**src/ccr_pkg.sv**
```systemverilog
// Functional notes
// - fast-charge current: 512 mA plus 64 mA steps
// - bit 1 picks boost cold threshold, default low
// - bit 0 forces 20% fast, 50% pre-charge
// - pre-charge current: 128 mA plus 128 mA steps
// - termination current same scale, both default 0001
// - current registers reset to 0x20 and 0x11
// - voltage register resets 0xB2, three fields
// - every field reads back last written value
// - charge voltage: 3.504 V plus 16 mV steps
// - low-battery select: 0 is 2.8 V, 1 is 3.0 V
// - serial target address 0x6B, registers read/write
`default_nettype none
package ccr_pkg;

   // ----------------------------------------------------------------
   // serial target and register map
   // ----------------------------------------------------------------
   localparam logic [6:0] CCR_DEV_ADDR = 7'h6B;
   localparam logic [7:0] CCR_OFS_CUR = 8'h02;
   localparam logic [7:0] CCR_OFS_PRE = 8'h03;
   localparam logic [7:0] CCR_OFS_VOLT = 8'h04;
   localparam logic [7:0] CCR_RST_CUR = 8'h20;
   localparam logic [7:0] CCR_RST_PRE = 8'h11;
   localparam logic [7:0] CCR_RST_VOLT = 8'hB2;
   localparam logic [7:0] CCR_UNMAPPED_READ = 8'h00;
   localparam logic [3:0] CCR_BITS_PER_BYTE = 4'h8;

   // ----------------------------------------------------------------
   // field positions
   // ----------------------------------------------------------------
   localparam int CCR_FCC_MSB = 7;
   localparam int CCR_FCC_LSB = 2;
   localparam int CCR_COLD_BIT = 1;
   localparam int CCR_FORCE_BIT = 0;
   localparam int CCR_PRE_MSB = 7;
   localparam int CCR_PRE_LSB = 4;
   localparam int CCR_TERM_MSB = 3;
   localparam int CCR_TERM_LSB = 0;
   localparam int CCR_VOLT_MSB = 7;
   localparam int CCR_VOLT_LSB = 2;
   localparam int CCR_BATLOW_BIT = 1;
   localparam int CCR_RECHG_BIT = 0;

   // ----------------------------------------------------------------
   // code scaling
   // ----------------------------------------------------------------
   localparam logic [12:0] CCR_FCC_OFS_MA = 13'h0200;
   localparam logic [12:0] CCR_FCC_STEP_MA = 13'h0040;
   localparam logic [12:0] CCR_FCC_FORCE_DIV = 13'h0005;
   localparam logic [11:0] CCR_PRE_OFS_MA = 12'h080;
   localparam logic [11:0] CCR_PRE_STEP_MA = 12'h080;
   localparam logic [11:0] CCR_PRE_FORCE_DIV = 12'h002;
   localparam logic [12:0] CCR_VOLT_OFS_MV = 13'h0DB0;
   localparam logic [12:0] CCR_VOLT_STEP_MV = 13'h0010;
   localparam logic [11:0] CCR_BATLOW_LO_MV = 12'hAF0;
   localparam logic [11:0] CCR_BATLOW_HI_MV = 12'hBB8;

   // ----------------------------------------------------------------
   // types
   // ----------------------------------------------------------------
   typedef enum logic [6:0] {
      CCR_ST_IDLE = 7'h01,
      CCR_ST_ADDR = 7'h02,
      CCR_ST_ACK = 7'h04,
      CCR_ST_REGA = 7'h08,
      CCR_ST_WDATA = 7'h10,
      CCR_ST_RDATA = 7'h20,
      CCR_ST_RACK = 7'h40
   } ccr_state_type;

   typedef struct packed {
      logic [12:0] fast_charge_ma;
      logic [11:0] precharge_ma;
      logic [11:0] termination_ma;
      logic [12:0] charge_voltage_mv;
      logic [11:0] low_battery_mv;
      logic boost_cold_high;
      logic recharge_threshold_select;
   } ccr_setting_type;

   typedef struct packed {
      logic [2:0] scl_s;
      logic [2:0] sda_s;
      logic scl_f;
      logic sda_f;
      ccr_state_type st;
      ccr_state_type ack_next;
      logic [3:0] cnt;
      logic [7:0] shift;
      logic [7:0] ptr;
      logic ack_ok;
      logic drive;
      logic [7:0] charge_current_control;
      logic [7:0] precharge_termination_control;
      logic [7:0] charge_voltage_control;
      ccr_setting_type set;
   } ccr_regs_type;

endpackage : ccr_pkg
`default_nettype wire

```
**src/ccr_charge_regs.sv**
```systemverilog
`timescale 1ns/1ns
`default_nettype none
module ccr_charge_regs import ccr_pkg::*; (
   // clock and reset
   input wire logic clk_i,
   input wire logic nrst_i,
   // serial register port, data line open drain
   input wire logic scl_i,
   input wire logic sda_i,
   output logic sda_o,
   output logic sda_oe_o,
   // decoded settings
   output ccr_setting_type setting_o
);

   ccr_regs_type r;
   ccr_regs_type next_r;
   logic scl_ok;
   logic sda_ok;
   logic scl_rise;
   logic scl_fall;
   logic start_cond;
   logic stop_cond;
   logic [7:0] rd_now;
   logic [7:0] rd_inc;
   logic seen_clk;

   // ----------------------------------------------------------------
   // line events from the filtered levels
   // ----------------------------------------------------------------
   assign scl_ok = r.scl_s[2] == r.scl_s[1];
   assign sda_ok = r.sda_s[2] == r.sda_s[1];
   assign scl_rise = scl_ok && r.scl_s[2] && !r.scl_f;
   assign scl_fall = scl_ok && !r.scl_s[2] && r.scl_f;
   assign start_cond = r.scl_f && !scl_fall && sda_ok && !r.sda_s[2] && r.sda_f;
   assign stop_cond = r.scl_f && !scl_fall && sda_ok && r.sda_s[2] && !r.sda_f;

   function automatic logic [7:0] read_byte(input ccr_regs_type s, input logic [7:0] a);
      logic [7:0] d;
      d = CCR_UNMAPPED_READ;
      case (a)
         CCR_OFS_CUR: d = s.charge_current_control;
         CCR_OFS_PRE: d = s.precharge_termination_control;
         CCR_OFS_VOLT: d = s.charge_voltage_control;
         default: d = CCR_UNMAPPED_READ;
      endcase
      return d;
   endfunction : read_byte

   assign rd_now = read_byte(r, r.ptr);
   assign rd_inc = read_byte(r, r.ptr + 8'h01);

   // ----------------------------------------------------------------
   // next state
   // ----------------------------------------------------------------
   always_comb begin
      next_r = r;
      next_r.scl_s = {r.scl_s[1:0], scl_i};
      next_r.sda_s = {r.sda_s[1:0], sda_i};
      if (scl_ok) begin
         next_r.scl_f = r.scl_s[2];
      end
      if (sda_ok) begin
         next_r.sda_f = r.sda_s[2];
      end
      if (start_cond) begin
         next_r.st = CCR_ST_ADDR;
         next_r.cnt = 4'h0;
         next_r.drive = 1'b0;
      end else if (stop_cond) begin
         next_r.st = CCR_ST_IDLE;
         next_r.drive = 1'b0;
      end else if (scl_rise) begin
         case (r.st)
            CCR_ST_ADDR, CCR_ST_REGA, CCR_ST_WDATA: begin
               next_r.shift = {r.shift[6:0], r.sda_f};
               next_r.cnt = r.cnt + 4'h1;
            end
            CCR_ST_RDATA: begin
               next_r.cnt = r.cnt + 4'h1;
            end
            CCR_ST_RACK: begin
               next_r.ack_ok = !r.sda_f;
            end
            default: begin
               next_r.cnt = r.cnt;
            end
         endcase
      end else if (scl_fall) begin
         case (r.st)
            CCR_ST_ADDR: begin
               if (r.cnt == CCR_BITS_PER_BYTE) begin
                  if (r.shift[7:1] == CCR_DEV_ADDR) begin
                     next_r.st = CCR_ST_ACK;
                     next_r.drive = 1'b1;
                     next_r.ack_next = r.shift[0] ? CCR_ST_RDATA : CCR_ST_REGA;
                  end else begin
                     next_r.st = CCR_ST_IDLE;
                  end
               end
            end
            CCR_ST_REGA: begin
               if (r.cnt == CCR_BITS_PER_BYTE) begin
                  next_r.ptr = r.shift;
                  next_r.st = CCR_ST_ACK;
                  next_r.drive = 1'b1;
                  next_r.ack_next = CCR_ST_WDATA;
               end
            end
            CCR_ST_WDATA: begin
               if (r.cnt == CCR_BITS_PER_BYTE) begin
                  // unmapped offsets are acknowledged and dropped
                  case (r.ptr)
                     CCR_OFS_CUR: next_r.charge_current_control = r.shift;
                     CCR_OFS_PRE: next_r.precharge_termination_control = r.shift;
                     CCR_OFS_VOLT: next_r.charge_voltage_control = r.shift;
                     default: next_r.ptr = r.ptr;
                  endcase
                  next_r.ptr = r.ptr + 8'h01;
                  next_r.st = CCR_ST_ACK;
                  next_r.drive = 1'b1;
                  next_r.ack_next = CCR_ST_WDATA;
               end
            end
            CCR_ST_ACK: begin
               next_r.cnt = 4'h0;
               next_r.st = r.ack_next;
               next_r.drive = 1'b0;
               if (r.ack_next == CCR_ST_RDATA) begin
                  next_r.shift = rd_now;
                  next_r.drive = !rd_now[7];
               end
            end
            CCR_ST_RDATA: begin
               if (r.cnt == CCR_BITS_PER_BYTE) begin
                  next_r.st = CCR_ST_RACK;
                  next_r.drive = 1'b0;
               end else begin
                  next_r.shift = {r.shift[6:0], 1'b0};
                  next_r.drive = !r.shift[6];
               end
            end
            CCR_ST_RACK: begin
               if (r.ack_ok) begin
                  next_r.ptr = r.ptr + 8'h01;
                  next_r.shift = rd_inc;
                  next_r.drive = !rd_inc[7];
                  next_r.cnt = 4'h0;
                  next_r.st = CCR_ST_RDATA;
               end else begin
                  next_r.st = CCR_ST_IDLE;
               end
            end
            default: begin
               next_r.st = CCR_ST_IDLE;
            end
         endcase
      end
      // decoded settings follow the stored registers one cycle later
      next_r.set.fast_charge_ma = CCR_FCC_OFS_MA + CCR_FCC_STEP_MA *
         {7'h00, r.charge_current_control[CCR_FCC_MSB:CCR_FCC_LSB]};
      next_r.set.precharge_ma = CCR_PRE_OFS_MA + CCR_PRE_STEP_MA *
         {8'h00, r.precharge_termination_control[CCR_PRE_MSB:CCR_PRE_LSB]};
      if (r.charge_current_control[CCR_FORCE_BIT]) begin
         next_r.set.fast_charge_ma = next_r.set.fast_charge_ma / CCR_FCC_FORCE_DIV;
         next_r.set.precharge_ma = next_r.set.precharge_ma / CCR_PRE_FORCE_DIV;
      end
      next_r.set.termination_ma = CCR_PRE_OFS_MA + CCR_PRE_STEP_MA *
         {8'h00, r.precharge_termination_control[CCR_TERM_MSB:CCR_TERM_LSB]};
      next_r.set.charge_voltage_mv = CCR_VOLT_OFS_MV + CCR_VOLT_STEP_MV *
         {7'h00, r.charge_voltage_control[CCR_VOLT_MSB:CCR_VOLT_LSB]};
      next_r.set.low_battery_mv = r.charge_voltage_control[CCR_BATLOW_BIT] ?
         CCR_BATLOW_HI_MV : CCR_BATLOW_LO_MV;
      next_r.set.boost_cold_high = r.charge_current_control[CCR_COLD_BIT];
      next_r.set.recharge_threshold_select = r.charge_voltage_control[CCR_RECHG_BIT];
   end

   // ----------------------------------------------------------------
   // state register
   // ----------------------------------------------------------------
   always_ff @(posedge clk_i or negedge nrst_i) begin
      if (!nrst_i) begin
         r <= '0;
         r.scl_s <= 3'h7;
         r.sda_s <= 3'h7;
         r.scl_f <= 1'b1;
         r.sda_f <= 1'b1;
         r.st <= CCR_ST_IDLE;
         r.ack_next <= CCR_ST_IDLE;
         r.charge_current_control <= CCR_RST_CUR;
         r.precharge_termination_control <= CCR_RST_PRE;
         r.charge_voltage_control <= CCR_RST_VOLT;
      end else begin
         r <= next_r;
      end
   end

   always_ff @(posedge clk_i or negedge nrst_i) begin
      if (!nrst_i) begin
         seen_clk <= 1'b0;
      end else begin
         seen_clk <= 1'b1;
      end
   end

   assign sda_o = 1'b0;
   assign sda_oe_o = r.drive;
   assign setting_o = r.set;

   // ----------------------------------------------------------------
   // checks
   // ----------------------------------------------------------------
   property p_fast_scale;
      @(posedge clk_i) disable iff (!nrst_i)
      !r.charge_current_control[CCR_FORCE_BIT]
      |=> setting_o.fast_charge_ma == 13'h0200 + 13'h0040 *
          {7'h00, $past(r.charge_current_control[7:2])};
   endproperty
   a_fast_scale: assert property (p_fast_scale) else $error("fast current scale wrong");

   property p_forced;
      @(posedge clk_i) disable iff (!nrst_i)
      (r.charge_current_control[0] && r.precharge_termination_control[7:4] == 4'h3)
      |=> setting_o.precharge_ma == 12'h100;
   endproperty
   a_forced: assert property (p_forced) else $error("forced pre-charge not halved");

   property p_cold;
      @(posedge clk_i) disable iff (!nrst_i)
      $changed(r.charge_current_control[1]) |=> setting_o.boost_cold_high == $past(r.charge_current_control[1]);
   endproperty
   a_cold: assert property (p_cold) else $error("cold select not followed");

   property p_term;
      @(posedge clk_i) disable iff (!nrst_i)
      r.precharge_termination_control[3:0] == 4'hF [*2] |-> setting_o.termination_ma == 12'h800;
   endproperty
   a_term: assert property (p_term) else $error("termination scale wrong");

   property p_pre;
      @(posedge clk_i) disable iff (!nrst_i)
      (!r.charge_current_control[0] && r.precharge_termination_control[7:4] == 4'h1) [*2]
      |-> setting_o.precharge_ma == 12'h100;
   endproperty
   a_pre: assert property (p_pre) else $error("pre-charge scale wrong");

   property p_reset_vals;
      @(posedge clk_i) disable iff (!nrst_i)
      !seen_clk |-> r.charge_current_control == 8'h20 && r.precharge_termination_control == 8'h11;
   endproperty
   a_reset_vals: assert property (p_reset_vals) else $error("current reset value wrong");

   property p_volt_reset;
      @(posedge clk_i) disable iff (!nrst_i)
      !seen_clk |-> r.charge_voltage_control == 8'hB2 ##1 setting_o.charge_voltage_mv == 13'h1070;
   endproperty
   a_volt_reset: assert property (p_volt_reset) else $error("voltage reset wrong");

   property p_write;
      @(posedge clk_i) disable iff (!nrst_i)
      (scl_fall && !start_cond && !stop_cond && r.st == CCR_ST_WDATA && r.cnt == 4'h8 &&
       r.ptr == 8'h04) |=> r.charge_voltage_control == $past(r.shift) && sda_oe_o;
   endproperty
   a_write: assert property (p_write) else $error("write not stored");

   property p_volt;
      @(posedge clk_i) disable iff (!nrst_i)
      r.charge_voltage_control[7:2] == 6'h3F [*2] |-> setting_o.charge_voltage_mv == 13'h11A0;
   endproperty
   a_volt: assert property (p_volt) else $error("voltage scale wrong");

   property p_batlow;
      @(posedge clk_i) disable iff (!nrst_i)
      !r.charge_voltage_control[1] [*2] |-> setting_o.low_battery_mv == 12'hAF0;
   endproperty
   a_batlow: assert property (p_batlow) else $error("low-battery level wrong");

   property p_addr;
      @(posedge clk_i) disable iff (!nrst_i)
      (scl_fall && !start_cond && !stop_cond && r.st == CCR_ST_ADDR && r.cnt == 4'h8 &&
       r.shift[7:1] != 7'h6B) |=> !sda_oe_o && r.st == CCR_ST_IDLE;
   endproperty
   a_addr: assert property (p_addr) else $error("foreign address answered");

endmodule : ccr_charge_regs
`default_nettype wire

```
**config.mk**
```make
export PLATFORM = sky130hd
export DESIGN_NAME = ccr_charge_regs
export DESIGN_NICKNAME = d
export VERILOG_FILES = /design/src/ccr_pkg.sv /design/src/ccr_charge_regs.sv
export SDC_FILE = /design/constraint.sdc
export NUM_CORES = 1
export LEC_CHECK = 0
export CORE_UTILIZATION = 58
export DETAILED_ROUTE_END_ITERATION = 6
export DONT_BUFFER_PORTS = 1
export GPL_TIMING_DRIVEN = 0
export PLACE_DENSITY = 0.74
export SLEW_MARGIN = 30
export SYNTH_ARGS = -nofsm -noshare
export SYNTH_HDL_FRONTEND = slang
export SYNTH_SLANG_ARGS = --single-unit
```
**constraint.sdc**
```tcl
create_clock -name clk_i -period 9.2 [get_ports clk_i]
set_input_delay 0.46 -clock clk_i [delete_from_list [all_inputs] [get_ports clk_i]]
set_output_delay 0.46 -clock clk_i [all_outputs]
set_load 0.05 [all_outputs]
```
Yosys cells after proc, flatten, opt, wreduce, memory -nomap -nowiden
Index checks and enable logic that the tools add are counted.
{ "totals": {"word_cells": 168, "register_bits": 132, "output_inout_bits": 66, "inputBits": 4} }
{ "op_classes": {"eq_ne": 37, "div": 1, "n_reduce_logical": 39, "addsub": 6, "n_mux": 61, "n_bitwise": 3} }
{ "op_table": {"columns": ["cell", "count"], "rows": [
  ["two-way mux 14 bit", 11],
  ["two-way mux 20 bit", 5],
  ["two-way mux 25 bit", 4],
  ["one-hot mux 8 bit (3 select lines)", 4],
  ["two-way mux 8 bit", 9],
  ["one-hot mux 7 bit (5 select lines)", 1],
  ["two-way mux 34 bit", 1],
  ["equality test 8 x 2 -> 1 bit, second input constant", 4],
  ["two-way mux 7 bit", 4],
  ["inequality test 4 bit, second input constant", 7],
  ["AND reduction 7 bit", 4],
  ["adder 8 x 11 -> 12 bit, first input constant", 2],
  ["two-way mux 24 bit", 1],
  ["AND reduction 8 bit", 3],
  ["two-way mux 21 bit", 1],
  ["inequality test 6 bit, second input constant", 3],
  ["equality test 8 x 3 -> 1 bit, second input constant", 2],
  ["equality test 7 x 6 -> 1 bit, second input constant", 2],
  ["equality test 7 bit, second input constant", 2],
  ["one-hot mux 7 bit (2 select lines)", 1],
  ["adder 10 x 12 -> 13 bit, first input constant", 1],
  ["adder 12 x 10 -> 13 bit, first input constant", 1],
  ["divider 13 x 3 -> 13 bit, second input constant", 1],
  ["two-way mux 12 bit", 1],
  ["34 further kinds", 72]
]} }

Depth between registers and ports, before layout
Gate-level depths: netlist (run 1).
{ "logic_depth": {"word_depth": 15, "ltp_mapped": 38, "ltp_nobuf": 33} }

Worst setup path after synthesis (run 1)
Ideal clock, no wire load.
{ "synth_path": {"path_kind": "reg2reg", "startpoint": "register r[85] (netlist name)", "endpoint": "register r (netlist bit setting_o[51])", "n_path_buf": 5, "path_slack_ns": 0.870, "setup_time_ns": 0.123, "stages_incl_launch_ff": 34, "t_required_ns": 9.077, "t_arrival_ns": 8.207, "period_less_slack_ns": 8.330, "path_cell_list": "dfstp_2 inv_1 ha_1 or4b_1 o211ai_2 a22oi_2 buf_4 mux2i_1 a211oi_2 ha_1 a21boi_1 clkbuf_1 xnor2_1 ha_1 clkbuf_1 or3_1 a21o_1 ha_1 or4_1 nand4_1 nand2_1 ha_1 or4_1 buf_2 o21ai_2 nand2_1 ha_1 buf_1 a211o_1 ha_1 or3_1 o221ai_1 o211ai_1 o221a_1"} }
{ "synth_lines": {"columns": ["item", "line", "rtl"], "rows": [
  ["start, declared", "ccr_charge_regs.sv:16", "ccr_regs_type r;"],
  ["start signal, assigned", "ccr_charge_regs.sv:194", "r <= next_r;"]
]} }

==> impl_metrics.yaml, run 1 <==
critical_path:
  crit_fanout: 10
  worstPathArrival_ns: 9.01
  path_common_cell: "ha_1"
  path_class: "register to register"
  crit_path_start_kind: "register"
  required_ns: 9.44
  max_stage_delay_ns: 0.62
  slowest_stage: "dfstp_2"
  crit_path_end_kind: "register"
yosys:
  async_flop_share_pct: 100.0
  yosysSeqAreaShare_pct: 35.95
  synth_warnings: 0
  syn_inst: 846
  yosysTopAreaCellShare_pct: 29.94
  synthFlopType: "dfrtp_1"
  ys_types: 84
  synth_area_leaders: "dfrtp_1, buf_4, dfstp_2"
  avgSynthCellArea_um2: 8.792
  ys_ff_latch: 106
  synth_edf_count: 0
  synth_largest_area_cell: "dfrtp_1"
  synth_area_um2: 7438
cells_and_area:
  diodes: 0
  syn2layout_area_growth_pct: 9.689
  nets: 909
  final_common_cell: "dfrtp_1"
  final_cell_mix: "dfrtp_1, buf_4, nand2_1, nor2_1, o21ai_0"
  drive_above_1_share_pct: 19.93
  final_util_pct: 64.92
timing:
  tightestPinTransition_ns: 0.7586
  period_needed_ns: 8.763
  fmax_mhz: 114.1
  finalSetupViolCount: 0
  slew_violations: 0
  hold_ws_ns: 0.02295
  post-route-period-util_pct: 95.25
  skew_ns: 0.007417
  hold_viol_final: 0
  relSlewSlack_pct: 49.00
  rsz0062_at_grt: "false"
placed_design:
  port_buffers: 0
  dp_hpwl_um: 13450
  routabilityCongestion: 0.9318
routing:
  wire_per_inst_um: 17.50
  drtIter0Drc: 602
  ant_nets: 0
  viasPerCell: 6.209
  drc: 0
  dr.pass1.iters: 7
  via_count: 6582
  routed_wl_um: 18550
job:
  cap_violations: 0
grt:
  grt_pass1_wl_um: 30570
  grt_max_degree: 107
  grt.overflow.total: 0
  antenna_found_initial: 0
  gr-usage-all-layers_pct: 29.23
  grt_pass1_vias: 6158
pwr:
  p_per_area_nw_per_um2: 116.1
  power_leakage_uw: 0.003556
  peakVddDrop_uv: 131.3
cts:
  path_clk_slew_ns: 0.07
  cts_root_buf: "clkbuf_16"
  cts.htree.levels: 3
  insertion_delay_ns: 0.36
  clockBufferDepth: 2
  cts_tree: "done"
  cts_sinks: 106
  cts_buffers: 9
die:
  die-height_um: 115.2
  io_pins: 70
  coreArea_um2: 12570
  fp.dieW_um: 115.2
  dieArea_um2: 13280
  row_count: 41
  start_util_pct: 59.18
hold_path:
  hp-class: "primary input to asynchronous set/reset pin"
status:
  status: "complete, no violations"
## kinds of logic (layout without fill, tap and decap cells)
group	count (synthesis)	count (layout)	share of synthesized area [%]
xor gates and xnor gates	20	20	2.540
AOI/OAI and AO/OA	242	242	22.67
muxes	35	35	5.164
DFF	106	106	35.95
and+or+nand+nor	283	283	19.28
adders and majority gates	24	24	3.986
buffers and inverters	134	155	10.31
other	2	23	0.1010
## power breakdown
group,switching (µW),internal [µW]
sequential,16.0,479
clock,176,186
combinational,62.2,27.5
total,254,693
## final cells by class
cell class | instances | area [µm²]
fillers | 1081 | 4409
multi-input cells | 627 | 4151
flip-flops and latches | 106 | 2675
plain buffers | 99 | 645.6
clock buffers | 10 | 229.0
well taps | 172 | 215.2
inverters | 34 | 127.6
repair buffers | 6 | 65.06
clock inverters | 6 | 50.05
## Yosys cell counts (10+ instances only)
library cell	count
xnor2_1	11
nand3_1	30
dfrtp_1	89
inv_1	33
ha_1	22
a22o_1	14
nor3_1	24
dfstp_2	17
clkbuf_1	22
and2_1	16
nand2b_1	10
o211ai_1	11
o21ai_0	50
a21oi_1	49
a22oi_1	13
o22ai_1	12
buf_4	68
nand2_1	73
nor2_1	61
mux2_2	27
## worst max-delay path, delay by kind of cell, from the launching register on
family / cells / cell delay (ns)
and+or+nand+nor: 8 / 2.86
AOI/OAI and AO/OA: 10 / 2.03
adders and majority gates: 7 / 1.85
buffers and inverters: 5 / 0.90
DFF: 1 / 0.62
xor gates and xnor gates: 1 / 0.21
muxes: 1 / 0.16
## metrics by stage
stage          TNS, ns  instances  setup WS (ns)  total power (µW)  instance area, µm²
2_1_floorplan        0        867         0.8699             569.6                7517
3_3_place_gp   -0.8384       1039        -0.4719             579.0                7732
3_5_place_dp    -1.103       1039        -0.5968             582.3                7732
4_1_cts              0       1057        0.04492             952.8                8075
5_1_grt              0       1060        0.02551             984.6                8159
6_report             0       1060         0.4372             947.5                8159
## final timing paths
kind,to,cells past startpoint,slack [ns],start
worst max-delay path,setting_o[51],32,0.44,r[85]
worst min-delay path,setting_o[34],1,0.02,nrst_i
worst max register to register,setting_o[51],32,0.44,r[85]
worst min register to register,next_r[128],0,0.36,next_r[127]
max in group asynchronous,next_r[130],1,8.74,nrst_i
min in group clk_i,next_r[127],0,0.10,sda_i
## repair_timing
item,in CTS,in global routing
endpoints found under the setup margin,2,2
hold buffers,1,0
endpoints found under the hold margin,106,0
resized for setup,7,13
buffers inserted,1,4
pin swaps,1,4
## flip-flops by register name (all words and copies together), names as in the netlist
signal     flops
sda_oe_o       1
setting_o     38
next_r         6
r             61
## routing by layer
layer,GRT usage (%),share of wire [%],vias to the layer above
li1,-,-,3089
met5,0,0,-
met2,47.23,47,257
met1,40.09,45,3208
met4,9.091,1.4,0
met3,5.219,6.4,28
No activity file was read; power rests on OpenSTA's default activity.
==> inputs of run 2 (changes only) <==
- clock period: 9.2 -> 8.52 ns (I/O delays scaled with it)
==> run 2 against run 1 <==
The run now ends with hold timing left. Utilization grew 0.69 points. Largest cell class unchanged. First-iteration DRC count shrank 12%. Critical path type unchanged. Routed wire length grew 0.75%. Clock power grew 8.0%.
==> impl_metrics.yaml, run 2 (same netlist as run 1, synthesis figures left out) <==
status:
  status: "complete, but fails checks"
  violations: "hold timing"
cts:
  cts_tree: "done"
  insertion_delay_ns: 0.36
  cts_sinks: 106
  cts_root_buf: "clkbuf_16"
  cts_buffers: 9
  clockBufferDepth: 2
  path_clk_slew_ns: 0.07
  cts.htree.levels: 3
critical_path:
  path_class: "register to register"
  crit_path_start_kind: "register"
  crit_buf_inv: 4
  crit_path_end_kind: "register"
  max_stage_delay_ns: 0.58
  cp_top_family: "simple AND/OR/NAND/NOR gates"
  slowest_stage: "dfstp_2"
  required_ns: 8.76
  crit_fanout: 10
  worstPathArrival_ns: 8.45
grt:
  grt.overflow.total: 0
  antenna_found_initial: 0
  gr-usage-all-layers_pct: 29.42
  grt_pass1_wl_um: 30810
  grt_max_degree: 107
  grt_pass1_vias: 6193
die:
  dieArea_um2: 13280
  die-height_um: 115.2
  start_util_pct: 59.18
  coreArea_um2: 12570
  io_pins: 70
  row_count: 41
  fp.dieW_um: 115.2
pwr:
  peakVddDrop_uv: 141.7
  p_per_area_nw_per_um2: 124.0
  p_clk_share_pct: 38.2
  pwr-share-seq_pct: 52.3
  power_switching_uw: 273.5
  power_leakage_uw: 0.003594
  combPwrFrac_pct: 9.5
  internal_power_uw: 748.7
  sw_frac_of_total_pct: 26.75
timing:
  hold_viol_final: 1
  finalWorstSetupSlack_ns: 0.3150
  slew_violations: 0
  finalSetupViolCount: 0
  fmax_mhz: 121.9
  period_needed_ns: 8.205
  rsz0062_at_grt: "false"
  post-route-period-util_pct: 96.30
  skew_ns: 0.007540
  hold_ws_ns: -0.0001449
  tightestPinTransition_ns: 0.7553
  relSlewSlack_pct: 49.22
cells_and_area:
  final_cell_mix: "dfrtp_1, buf_4, nand2_1, nor2_1, o21ai_0"
  drive_above_1_share_pct: 20.94
  nets: 914
  final_common_cell: "dfrtp_1"
  diodes: 0
  syn2layout_area_growth_pct: 10.85
  top_register: "r"
  final_util_pct: 65.60
  largest_reg_flops: 61
routing:
  routed_wl_um: 18690
  ant_nets: 0
  via_count: 6602
  wire_per_inst_um: 17.55
  drc: 0
  viasPerCell: 6.199
  drtIter0Drc: 530
  dr.pass1.iters: 7
hold_path:
  hp-class: "primary input to asynchronous set/reset pin"
placed_design:
  routabilityCongestion: 0.9318
  dp_hpwl_um: 13450
  place_ws_ns: -1.277
  port_buffers: 0
job:
  cap_violations: 0
-- run 2: timing repair --
item,4_1_cts,5_1_grt
pin swaps,5,4
hold buffers,1,0
hold endpoints to repair,106,0
resized for setup,16,12
setup endpoints to repair,3,2
buffers inserted,4,7
-- run 2: power groups by stage --
stage | registers [µW] | logic [µW] | clock network (µW)
2_1_floorplan | 541 | 73.9 | 0
3_3_place_gp | 543 | 81.8 | 0
3_5_place_dp | 544 | 84.4 | 0
4_1_cts | 535 | 96.3 | 398
5_1_grt | 537 | 107 | 419
6_report | 535 | 96.6 | 391
-- run 2: area by class of cell --
| cell class | instances | area, µm² |
|---|---|---|
| plain buffers | 98 | 648.1 |
| clock buffers | 10 | 229.0 |
| clock inverters | 6 | 50.05 |
| fillers | 1077 | 4323 |
| inverters | 34 | 127.6 |
| multi-input cells | 627 | 4190 |
| flip-flops and latches | 106 | 2675 |
| well taps | 172 | 215.2 |
| repair buffers | 12 | 110.1 |
-- run 2: path summary, 6_finish.rpt --
kind,startpoint,endpoint,slack (ns),cells past startpoint
max reg2reg,r[85],setting_o[51],0.32,30
max,r[85],setting_o[51],0.32,30
max in group asynchronous,nrst_i,r[125],8.12,1
min,nrst_i,setting_o[34],-0.0001,1
min in group clk_i,sda_i,next_r[127],0.07,0
min reg2reg,next_r[127],next_r[128],0.36,0
-- run 2: stage by stage --
| stage | hold WS (ns) | std cells | cell area (µm²) | setup TNS, ns | total power, µW |
|---|---|---|---|---|---|
| global placement | 0.1323 | 1039 | 7732 | -2.261 | 625.2 |
| global route | 0.04401 | 1065 | 8245 | 0 | 1063 |
| CTS | 0.02846 | 1058 | 8127 | 0 | 1029 |
| detailed placement | 0.1327 | 1039 | 7732 | -2.641 | 628.7 |
| floorplan | 0.1304 | 867 | 7517 | 0 | 615.0 |
| finish | -0.0001449 | 1065 | 8245 | 0 | 1022 |
-- run 2: metal layers --
metal / share of wire (%) / GRT usage [%] / wire length (µm) / up-vias
li1: - / - / - / 3096
met1: 45 / 40.26 / 8436 / 3222
met2: 47 / 47.51 / 8759 / 257
met3: 6.5 / 5.430 / 1211 / 27
met4: 1.5 / 9.177 / 286 / 0
met5: 0 / 0 / 0 / -
-- run 2: worst reg2reg max path, delay by kind of cell, from the launching register on --
family,cells,cell delay (ns)
xor+xnor,1,0.15
fa+ha+maj,7,1.81
flops,1,0.58
buf+inv,4,0.65
compound gates,10,2.10
simple gates,8,2.81
